`src/shared/operand_mode_regs.vh`:
```
// Purpose: Constants for the operand addressing-mode decoder
// Assumes: 5-bit mode field, 8-bit index byte, 32-bit addresses
// Notes: Definitions only
`ifndef OPERAND_MODE_REGS_VH
`define OPERAND_MODE_REGS_VH

// Mode field
`define MODE_W 5
`define MODE_GROUP_HI 4
`define MODE_GROUP_LO 3
`define MODE_GROUP_DIRECT 2'h0
`define MODE_GROUP_RELATIVE 2'h1

// Individual mode codes
`define MODE_MEMREL_FRAME 5'h10
`define MODE_MEMREL_STACK 5'h11
`define MODE_MEMREL_STATIC 5'h12
`define MODE_RESERVED 5'h13
`define MODE_IMMEDIATE 5'h14
`define MODE_ABSOLUTE 5'h15
`define MODE_LINK_TABLE 5'h16
`define MODE_TOP_OF_STACK 5'h17
`define MODE_SPACE_FRAME 5'h18
`define MODE_SPACE_STACK 5'h19
`define MODE_SPACE_STATIC 5'h1a
`define MODE_SPACE_PROGRAM 5'h1b
`define MODE_INDEX_BYTE 5'h1c
`define MODE_INDEX_WORD 5'h1d
`define MODE_INDEX_DOUBLE 5'h1e
`define MODE_INDEX_QUAD 5'h1f

// Dedicated base select, low two bits of memory-relative and memory-space codes
`define BASE_FRAME 2'h0
`define BASE_STACK 2'h1
`define BASE_STATIC 2'h2
`define BASE_PROGRAM 2'h3

// Index byte layout
`define INDEX_MODE_HI 7
`define INDEX_MODE_LO 3
`define INDEX_REG_HI 2
`define INDEX_REG_LO 0

// Link table entries are 4 bytes apart
`define LINK_ENTRY_SHIFT 2

// Operand kind reported on completion
`define KIND_REGISTER 2'h0
`define KIND_MEMORY 2'h1
`define KIND_IMMEDIATE 2'h2
`define KIND_RESERVED 2'h3

`endif

```
`src/rtl/operand_address_mode_decoder.v`:
```
// Purpose: Decodes a general operand mode and forms its effective address
// Assumes: Extension fields arrive from the queue already length-decoded, one per take
// Notes: Pointer fetches go out on a simple request/acknowledge read port
`timescale 1ns/10ps
`default_nettype none
`include "operand_mode_regs.vh"

module operand_address_mode_decoder #(
  parameter ADDR_W = 32,
  parameter NUM_GPR = 8
) (
  // Clock and reset
  input wire i_clk,
  input wire i_rst_n,
  // Operand request
  input wire i_start,
  input wire [4:0] i_mode,
  input wire i_write,
  input wire i_slave,
  input wire [1:0] i_size_log2,
  output wire o_busy,
  // Instruction queue extension fields
  input wire i_ext_valid,
  input wire [ADDR_W-1:0] i_ext_data,
  output wire o_ext_take,
  // Register file and dedicated registers
  input wire [NUM_GPR*ADDR_W-1:0] i_gpr_flat,
  input wire [ADDR_W-1:0] i_frame_pointer,
  input wire [ADDR_W-1:0] i_static_base,
  input wire [ADDR_W-1:0] i_interrupt_stack_pointer,
  input wire [ADDR_W-1:0] i_user_stack_pointer,
  input wire [ADDR_W-1:0] i_program_counter,
  input wire [ADDR_W-1:0] i_link_table_base,
  input wire i_stack_select,
  // Pointer fetch port
  output reg o_ptr_req,
  output reg [ADDR_W-1:0] o_ptr_addr,
  input wire i_ptr_ack,
  input wire [ADDR_W-1:0] i_ptr_data,
  // Result
  output wire o_done,
  output reg [1:0] o_kind,
  output reg o_illegal,
  output reg [2:0] o_reg_num,
  output reg o_float_reg,
  output reg [ADDR_W-1:0] o_ea,
  output reg [ADDR_W-1:0] o_imm,
  output wire o_stack_update,
  output reg o_stack_user,
  output reg [ADDR_W-1:0] o_stack_value
);

  localparam S_IDLE = 7'b0000001;
  localparam S_INDEX = 7'b0000010;
  localparam S_DISP1 = 7'b0000100;
  localparam S_PTR = 7'b0001000;
  localparam S_DISP2 = 7'b0010000;
  localparam S_SUM = 7'b0100000;
  localparam S_DONE = 7'b1000000;

  // Pick general register n out of the flattened file
  function [ADDR_W-1:0] gpr_pick;
    input [NUM_GPR*ADDR_W-1:0] flat;
    input [2:0] n;
    begin
      gpr_pick = flat[n*ADDR_W +: ADDR_W];
    end
  endfunction

  // Dedicated base for memory-relative and memory-space codes
  function [ADDR_W-1:0] dedicated_base;
    input [1:0] sel;
    input [ADDR_W-1:0] frame;
    input [ADDR_W-1:0] stack;
    input [ADDR_W-1:0] stat;
    input [ADDR_W-1:0] prog;
    begin
      case (sel)
        `BASE_FRAME: dedicated_base = frame;
        `BASE_STACK: dedicated_base = stack;
        `BASE_STATIC: dedicated_base = stat;
        default: dedicated_base = prog;
      endcase
    end
  endfunction

  // Modes that carry a first extension field (displacement or immediate)
  function takes_first_field;
    input [4:0] m;
    begin
      takes_first_field = (m[`MODE_GROUP_HI:`MODE_GROUP_LO] == `MODE_GROUP_RELATIVE) ||
                          (m == `MODE_MEMREL_FRAME) || (m == `MODE_MEMREL_STACK) ||
                          (m == `MODE_MEMREL_STATIC) || (m == `MODE_IMMEDIATE) ||
                          (m == `MODE_ABSOLUTE) || (m == `MODE_LINK_TABLE) ||
                          (m == `MODE_SPACE_FRAME) || (m == `MODE_SPACE_STACK) ||
                          (m == `MODE_SPACE_STATIC) || (m == `MODE_SPACE_PROGRAM);
    end
  endfunction

  function is_scaled;
    input [4:0] m;
    begin
      is_scaled = (m[4:2] == 3'h7);
    end
  endfunction

  reg [6:0] state;
  reg [4:0] base_mode;
  reg indexed;
  reg [1:0] scale;
  reg [2:0] index_reg;
  reg write_op;
  reg [1:0] size_log2;
  reg [ADDR_W-1:0] base_ea;
  reg stack_flag;

  wire [ADDR_W-1:0] stack_now;
  wire [ADDR_W-1:0] size_bytes;
  wire [ADDR_W-1:0] base_reg;
  wire [ADDR_W-1:0] rel_reg;
  wire [ADDR_W-1:0] index_value;
  wire [ADDR_W-1:0] indexed_ea;
  wire first_needed;
  wire first_ready;

  assign stack_now = i_stack_select ? i_user_stack_pointer
                                    : i_interrupt_stack_pointer;
  assign size_bytes = {{(ADDR_W-1){1'b0}}, 1'b1} << size_log2;
  assign base_reg = dedicated_base(base_mode[1:0], i_frame_pointer, stack_now,
                                   i_static_base, i_program_counter);
  assign rel_reg = gpr_pick(i_gpr_flat, base_mode[2:0]);
  assign index_value = gpr_pick(i_gpr_flat, index_reg);
  assign first_needed = takes_first_field(base_mode);
  assign first_ready = !first_needed || i_ext_valid;

  // Queue fields are taken strictly one per state step, so nothing is skipped
  assign o_ext_take = i_ext_valid &&
                      ((state == S_INDEX) ||
                       ((state == S_DISP1) && first_needed) ||
                       (state == S_DISP2));
  assign o_busy = (state != S_IDLE);
  assign o_done = (state == S_DONE);
  assign o_stack_update = o_done && stack_flag;

  ea_index_scaler #(
    .ADDR_W(ADDR_W)
  ) u_scaler (
    .i_base(base_ea),
    .i_index(index_value),
    .i_scale(scale),
    .i_enable(indexed),
    .o_sum(indexed_ea)
  );

  always @(posedge i_clk) begin
    if (!i_rst_n) begin
      state <= S_IDLE;
      base_mode <= 5'h00;
      indexed <= 1'b0;
      scale <= 2'h0;
      index_reg <= 3'h0;
      write_op <= 1'b0;
      size_log2 <= 2'h0;
      base_ea <= {ADDR_W{1'b0}};
      stack_flag <= 1'b0;
      o_ptr_req <= 1'b0;
      o_ptr_addr <= {ADDR_W{1'b0}};
      o_kind <= `KIND_REGISTER;
      o_illegal <= 1'b0;
      o_reg_num <= 3'h0;
      o_float_reg <= 1'b0;
      o_ea <= {ADDR_W{1'b0}};
      o_imm <= {ADDR_W{1'b0}};
      o_stack_user <= 1'b0;
      o_stack_value <= {ADDR_W{1'b0}};
    end else begin
      case (state)
        S_IDLE: begin
          if (i_start) begin
            write_op <= i_write;
            size_log2 <= i_size_log2;
            o_float_reg <= i_slave;
            o_illegal <= 1'b0;
            o_kind <= `KIND_MEMORY;
            stack_flag <= 1'b0;
            base_ea <= {ADDR_W{1'b0}};
            if (is_scaled(i_mode)) begin
              // Low two bits of the scaled codes are the log2 of the element size
              indexed <= 1'b1;
              scale <= i_mode[1:0];
              state <= S_INDEX;
            end else begin
              indexed <= 1'b0;
              scale <= 2'h0;
              base_mode <= i_mode;
              state <= S_DISP1;
            end
          end
        end
        S_INDEX: begin
          if (i_ext_valid) begin
            base_mode <= i_ext_data[`INDEX_MODE_HI:`INDEX_MODE_LO];
            index_reg <= i_ext_data[`INDEX_REG_HI:`INDEX_REG_LO];
            if ((i_ext_data[`INDEX_MODE_HI:`INDEX_MODE_LO] == `MODE_IMMEDIATE) ||
                is_scaled(i_ext_data[`INDEX_MODE_HI:`INDEX_MODE_LO])) begin
              // Refused base: report and take no further fields
              o_illegal <= 1'b1;
              o_kind <= `KIND_RESERVED;
              indexed <= 1'b0;
              state <= S_SUM;
            end else begin
              state <= S_DISP1;
            end
          end
        end
        S_DISP1: begin
          if (first_ready) begin
            state <= S_SUM;
            if (base_mode[`MODE_GROUP_HI:`MODE_GROUP_LO] == `MODE_GROUP_DIRECT) begin
              o_reg_num <= base_mode[2:0];
              if (indexed) begin
                base_ea <= rel_reg;
              end else begin
                o_kind <= `KIND_REGISTER;
              end
            end else if (base_mode[`MODE_GROUP_HI:`MODE_GROUP_LO] ==
                         `MODE_GROUP_RELATIVE) begin
              base_ea <= rel_reg + i_ext_data;
            end else begin
              case (base_mode)
                `MODE_MEMREL_FRAME, `MODE_MEMREL_STACK, `MODE_MEMREL_STATIC: begin
                  o_ptr_addr <= base_reg + i_ext_data;
                  o_ptr_req <= 1'b1;
                  state <= S_PTR;
                end
                `MODE_IMMEDIATE: begin
                  o_imm <= i_ext_data;
                  o_kind <= `KIND_IMMEDIATE;
                end
                `MODE_ABSOLUTE: begin
                  base_ea <= i_ext_data;
                end
                `MODE_LINK_TABLE: begin
                  o_ptr_addr <= i_link_table_base +
                                (i_ext_data << `LINK_ENTRY_SHIFT);
                  o_ptr_req <= 1'b1;
                  state <= S_PTR;
                end
                `MODE_TOP_OF_STACK: begin
                  stack_flag <= 1'b1;
                  o_stack_user <= i_stack_select;
                  // Push predecrements and targets the new top; pop reads then moves up
                  if (write_op) begin
                    base_ea <= stack_now - size_bytes;
                    o_stack_value <= stack_now - size_bytes;
                  end else begin
                    base_ea <= stack_now;
                    o_stack_value <= stack_now + size_bytes;
                  end
                end
                `MODE_SPACE_FRAME, `MODE_SPACE_STACK, `MODE_SPACE_STATIC: begin
                  base_ea <= base_reg + i_ext_data;
                end
                `MODE_SPACE_PROGRAM: begin
                  base_ea <= base_reg + i_ext_data;
                end
                default: begin
                  o_kind <= `KIND_RESERVED;
                  o_illegal <= 1'b1;
                  indexed <= 1'b0;
                end
              endcase
            end
          end
        end
        S_PTR: begin
          if (i_ptr_ack) begin
            o_ptr_req <= 1'b0;
            base_ea <= i_ptr_data;
            state <= S_DISP2;
          end
        end
        S_DISP2: begin
          if (i_ext_valid) begin
            base_ea <= base_ea + i_ext_data;
            state <= S_SUM;
          end
        end
        S_SUM: begin
          // Index is added after the base mode has fully resolved
          o_ea <= indexed_ea;
          state <= S_DONE;
        end
        S_DONE: begin
          state <= S_IDLE;
        end
        default: begin
          state <= S_IDLE;
          o_ptr_req <= 1'b0;
        end
      endcase
    end
  end

endmodule // operand_address_mode_decoder

`default_nettype wire

```
`src/rtl/ea_index_scaler.v`:
```
// Purpose: Adds a scaled index register to a base effective address
// Assumes: Scale code 0..3 means multiply by 1, 2, 4, 8
// Notes: Pure combinational; disabled input passes the base through
`timescale 1ns/10ps
`default_nettype none

module ea_index_scaler #(
  parameter ADDR_W = 32
) (
  // Operands
  input wire [ADDR_W-1:0] i_base,
  input wire [ADDR_W-1:0] i_index,
  input wire [1:0] i_scale,
  input wire i_enable,
  // Result
  output wire [ADDR_W-1:0] o_sum
);

  wire [ADDR_W-1:0] scaled;

  // Shift wraps at the address width, as the adder does
  assign scaled = i_index << i_scale;
  assign o_sum = i_enable ? (i_base + scaled) : i_base;

endmodule // ea_index_scaler

`default_nettype wire

```
`config.mk`:
```
export PLATFORM = sky130hd
export DESIGN_NAME = operand_address_mode_decoder
export DESIGN_NICKNAME = d
export VERILOG_FILES = /design/src/rtl/operand_address_mode_decoder.v /design/src/rtl/ea_index_scaler.v
export VERILOG_INCLUDE_DIRS = /design/src /design/src/shared
export SDC_FILE = /design/constraint.sdc
export NUM_CORES = 1
export LEC_CHECK = 0
export BUFFER_PORTS_ARGS = -buffer_cell sky130_fd_sc_hd__buf_2
export CORE_AREA = 3 3 260 262
export DETAILED_ROUTE_END_ITERATION = 10
export DIE_AREA = 0 0 263 265
export SLEW_MARGIN = 20
export SYNTH_ARGS = -nofsm -noshare
export SYNTH_HDL_FRONTEND = slang
export SYNTH_SLANG_ARGS = --single-unit
export TNS_END_PERCENT = 20
```
`constraint.sdc`:
```
create_clock -name i_clk -period 16 [get_ports i_clk]
set_input_delay 4.8 -clock i_clk [delete_from_list [all_inputs] [get_ports i_clk]]
set_output_delay 4.8 -clock i_clk [all_outputs]
set_load 0.02 [all_outputs]
```
Word-level counts from Yosys, hierarchy flattened. Index checks and enable logic that the tools add are counted.

Bits in registers: 191. Input bits: 527. Output and inout port bits: 141. Word-level logic and storage cells: 187.

$add $sub $neg: 7. Eq/ne operators: 42. Shift operators: 4. Muxes and demuxes: 68. Bitwise operators: 3. Reductions and logical operators: 44.

Operators with widths (count): $shiftx 256x9->32 (2); $mux 32 (11); $add 32x32->32 (6); $pmux 32 s3 (2); $pmux 32 s4 (1); $pmux 32 s2 (1); $eq 5x5->1 const B (12); $pmux 7 s6 (1); $mux 7 (5); $shl 1x2->32 const A (1); $shl 32x2->32 (1); $sub 32x32->32 (1); $mux 1 (24); $mux 6 (4); $ne 2x2->1 const B (10); $reduce_and 5->1 (4); $mux 2 (8); $reduce_and 8->1 (2); $mux 5 (3); $logic_or 1x1->1 (14); $reduce_and 6->1 (2); $reduce_or 11->1 (1); $pmux 5 s2 (1); $reduce_or 10->1 (1); 34 further kinds (50).

Logic depth before layout (Yosys ltp).
Depth after elaboration: 15. Depth in mapped cells: 21.

Modules after synthesis. A second synthesis with hierarchy kept.

Cell total of the unflattened synthesis: 2885. Area, all modules: 24374.6 µm².

By module, submodules not included: operand_address_mode_decoder (times used 1, cells an instance 2547, area each 21520.6 µm²); ea_index_scaler (times used 1, cells an instance 338, area each 2854.0 µm²).

Least setup slack after synthesis. No wires, ideal clock.

Path kind: in2out. Start point: input i_ext_valid. End point: output o_ext_take. Arrival time: 5.459 ns. Slack: 5.741 ns. Cell stages on the path: 3. Buffers on the path: 1. Cells stage by stage: clkbuf_1 inv_1 nor2_1.

Word-level cells in the longest chain between the ends: 1.

Ends and longest elaborated chain: from (decl) (RTL line operand_address_mode_decoder.v:23) `input wire i_ext_valid,`; $logic_and 1x1->1 (RTL line operand_address_mode_decoder.v:137) `assign o_ext_take = i_ext_valid &&`; to (decl) (RTL line operand_address_mode_decoder.v:25) `output wire o_ext_take,`.

No other way between the ends.

Final worst setup path. Ends and elaborated chain as after synthesis.

==> impl_metrics.env <==
export IMPL_drv_cap=0
export IMPL_syn_nets=3621
export IMPL_wl_per_cell_um=28.4
export IMPL_finalNonFillerCells=4352
export IMPL_drt_iter0_drc=2906
export IMPL_relSlewSlack_pct=29.6
export IMPL_final_layout_size_suffix_gt1_share_pct=29.4
export IMPL_cts_resized_gates=0
export IMPL_place_gp_congestion=1.02
export IMPL_vdd_drop_max_mv=0.0822
export IMPL_synthFlopType="dfxtp_1"
export IMPL_syn_to_final_growth_pct=19.0
export IMPL_start_util_pct=36.7
export IMPL_skew_ns=0.0182
export IMPL_avgViaCountPerCell=6.13
export IMPL_grtUsageTotal_pct=33.6
export IMPL_htree_levels=4
export IMPL_ys_async_sr_fraction_pct=0
export IMPL_dp_cells=4312
export IMPL_crit_start="i_ext_valid"
export IMPL_synth_warnings=0
export IMPL_ios=668
export IMPL_r2r_cells=18
export IMPL_globalRoute_totalOverflow=0
export IMPL_antenna_found_initial=10
export IMPL_hold_class="flip-flop to flip-flop"
export IMPL_hold_buffers=0
export IMPL_cp_required_ns=11.20
export IMPL_hold_start="o_imm[24]"
export IMPL_hold_path_depth=2
export IMPL_period_needed_ns=10.27
export IMPL_dieHeight_um=265
export IMPL_final_max_slew_violation_count=0
export IMPL_yosysTopAreaCell="dfxtp_1"
export IMPL_synth_top_area_share_pct=15.9
export IMPL_setup_tns_final_ns=0
export IMPL_die_area_um2=69700
export IMPL_dp_hpwl_mm=100
export IMPL_dr_pass1_iters=6
export IMPL_finalCritPeriodShare_pct=64.2
export IMPL_synth_area_per_cell_um2=8.24
export IMPL_p_per_area_nw_per_um2=102
export IMPL_clock_sinks=191
export IMPL_crit_path_max_fanout=10
export IMPL_setup_ws_ns=5.73
export IMPL_layout_commonest_cell="buf_2"
export IMPL_synth_cell_type_count=102
export IMPL_numCtsBuffers=17
export IMPL_power_uw=2920
export IMPL_worst_slew_pin_slew_ns=1.06
export IMPL_most_common_layout_cells="667 x buf_2, 345 x nand2_1, 274 x a21oi_1, 241 x nor2_1, 185 x o21ai_0"
export IMPL_num_rows=94
export IMPL_timing_hold_ws_ns=0.451
export IMPL_hold_violations=0
export IMPL_grt_pass1_wl_mm=173
export IMPL_cts_root_buffer="clkbuf_16"
export IMPL_drc=0
export IMPL_synthTopCellsByArea="dfxtp_1 16%, mux4_2 15%, ha_1 8.5%, a21oi_1 5.7%, nand2_1 5.4%"
export IMPL_ant_nets=0
export IMPL_r2r_start="index_reg[1]"
export IMPL_path_class="input pin to output port"
export IMPL_wl_mm=124
export IMPL_synth_area_um2=24100
export IMPL_max_freq_ghz=0.0974
export IMPL_grt_pass1_vias=24900
export IMPL_cts_tree="built"
export IMPL_status="finished, final reports clean"
export IMPL_synth_edf_count=0
export IMPL_clk_pin_slew_ns=0.07
export IMPL_dp_slack_ns=5.72
export IMPL_core_area_um2=65600
export IMPL_setup_viol_count_final=0
export IMPL_p_leak_uw=0.0119
export IMPL_fin_nets=4165
export IMPL_syn_inst=2923
export IMPL_yosysSeqAreaShare_pct=15.9
export IMPL_die_w_um=263
export IMPL_clock_path_buffers=2
export IMPL_rsz0062_at_grt="false"
export IMPL_synth_seq_cells=191
export IMPL_setup_worst_path_end_class="output port"
export IMPL_grt_max_degree=90
export IMPL_io_buffers=667
export IMPL_insertion_delay_ns=0.48
export IMPL_start_kind="input pin"
export IMPL_vias=26700
export IMPL_post_cts_buffers=0
export IMPL_crit_arrival_ns=5.47
-- cells in the mapped netlist, drive strengths merged, types with 47 or more instances --
cell / instances
ha: 164
mux2: 58
mux4: 160
buf: 47
clkbuf: 132
dfxtp: 191
xnor2: 124
mux2i: 108
nor2: 244
nand3: 55
o21ai: 198
nor3: 55
nand2: 348
inv: 59
a21oi: 274
a211oi: 91
xor2: 60
a21o: 65
-- layer usage --
layer,track usage (%),vias to the layer above,wire length [µm]
met5,0,-,54
met4,13.1,8,5270
met3,6.74,201,11400
met2,51.0,1432,54100
met1,47.0,12800,52700
li1,-,12200,-
-- power by group --
| group | internal (µW) | switching (µW) | leakage [µW] |
|---|---|---|---|
| Combinational | 754 | 1160 | 0.0101 |
| Clock | 221 | 235 | 0.000287 |
| Sequential | 501 | 57.5 | 0.00155 |
| Total | 1480 | 1450 | 0.0119 |
-- kinds of logic (layout without fill, tap and decap cells) --
| family | Yosys count | count (layout) | synth area share, % |
|---|---|---|---|
| other | 0 | 9 | 0 |
| and+or+nand+nor | 895 | 895 | 17.2 |
| adders and majority gates | 171 | 171 | 9.10 |
| muxes | 326 | 326 | 22.3 |
| AOI/OAI and AO/OA | 917 | 917 | 24.7 |
| xor gates and xnor gates | 184 | 184 | 6.69 |
| buffers and inverters | 239 | 795 | 4.19 |
| DFF | 191 | 191 | 15.9 |
-- cell type report --
| type | instances | area, µm² |
|---|---|---|
| Fill cell | 6786 | 37000 |
| Multi-Input combinational cell | 2493 | 19300 |
| Sequential cell | 191 | 3840 |
| Timing Repair Buffer | 704 | 3620 |
| Tap cell | 864 | 1080 |
| Clock buffer | 17 | 425 |
| Inverter | 60 | 228 |
| Clock inverter | 14 | 151 |
| Antenna cell | 9 | 22.5 |
-- per-stage QoR --
| step | cell area [µm²] | util (%) |
|---|---|---|
| floorplan | 24100 | - |
| global placement | 28100 | 42.8 |
| detailed placement | 28100 | 42.8 |
| CTS | 28600 | 43.6 |
| global route | 28700 | 43.7 |
| finish | 28700 | 43.7 |
-- final timing paths --
check / to / slack, ns
worst min-delay path: o_imm[24] / 0.45
worst max register to register: o_ea[31] / 9.93
worst min register to register: o_imm[24] / 0.45
worst max-delay path: o_ext_take / 5.73
-- worst max-delay path, cell delays in order --
cell and delay (ns):
buf_2 0.19, inv_1 0.10, nor2_1 0.18, buf_2 0.20
(Power assumes the default switching activity.)
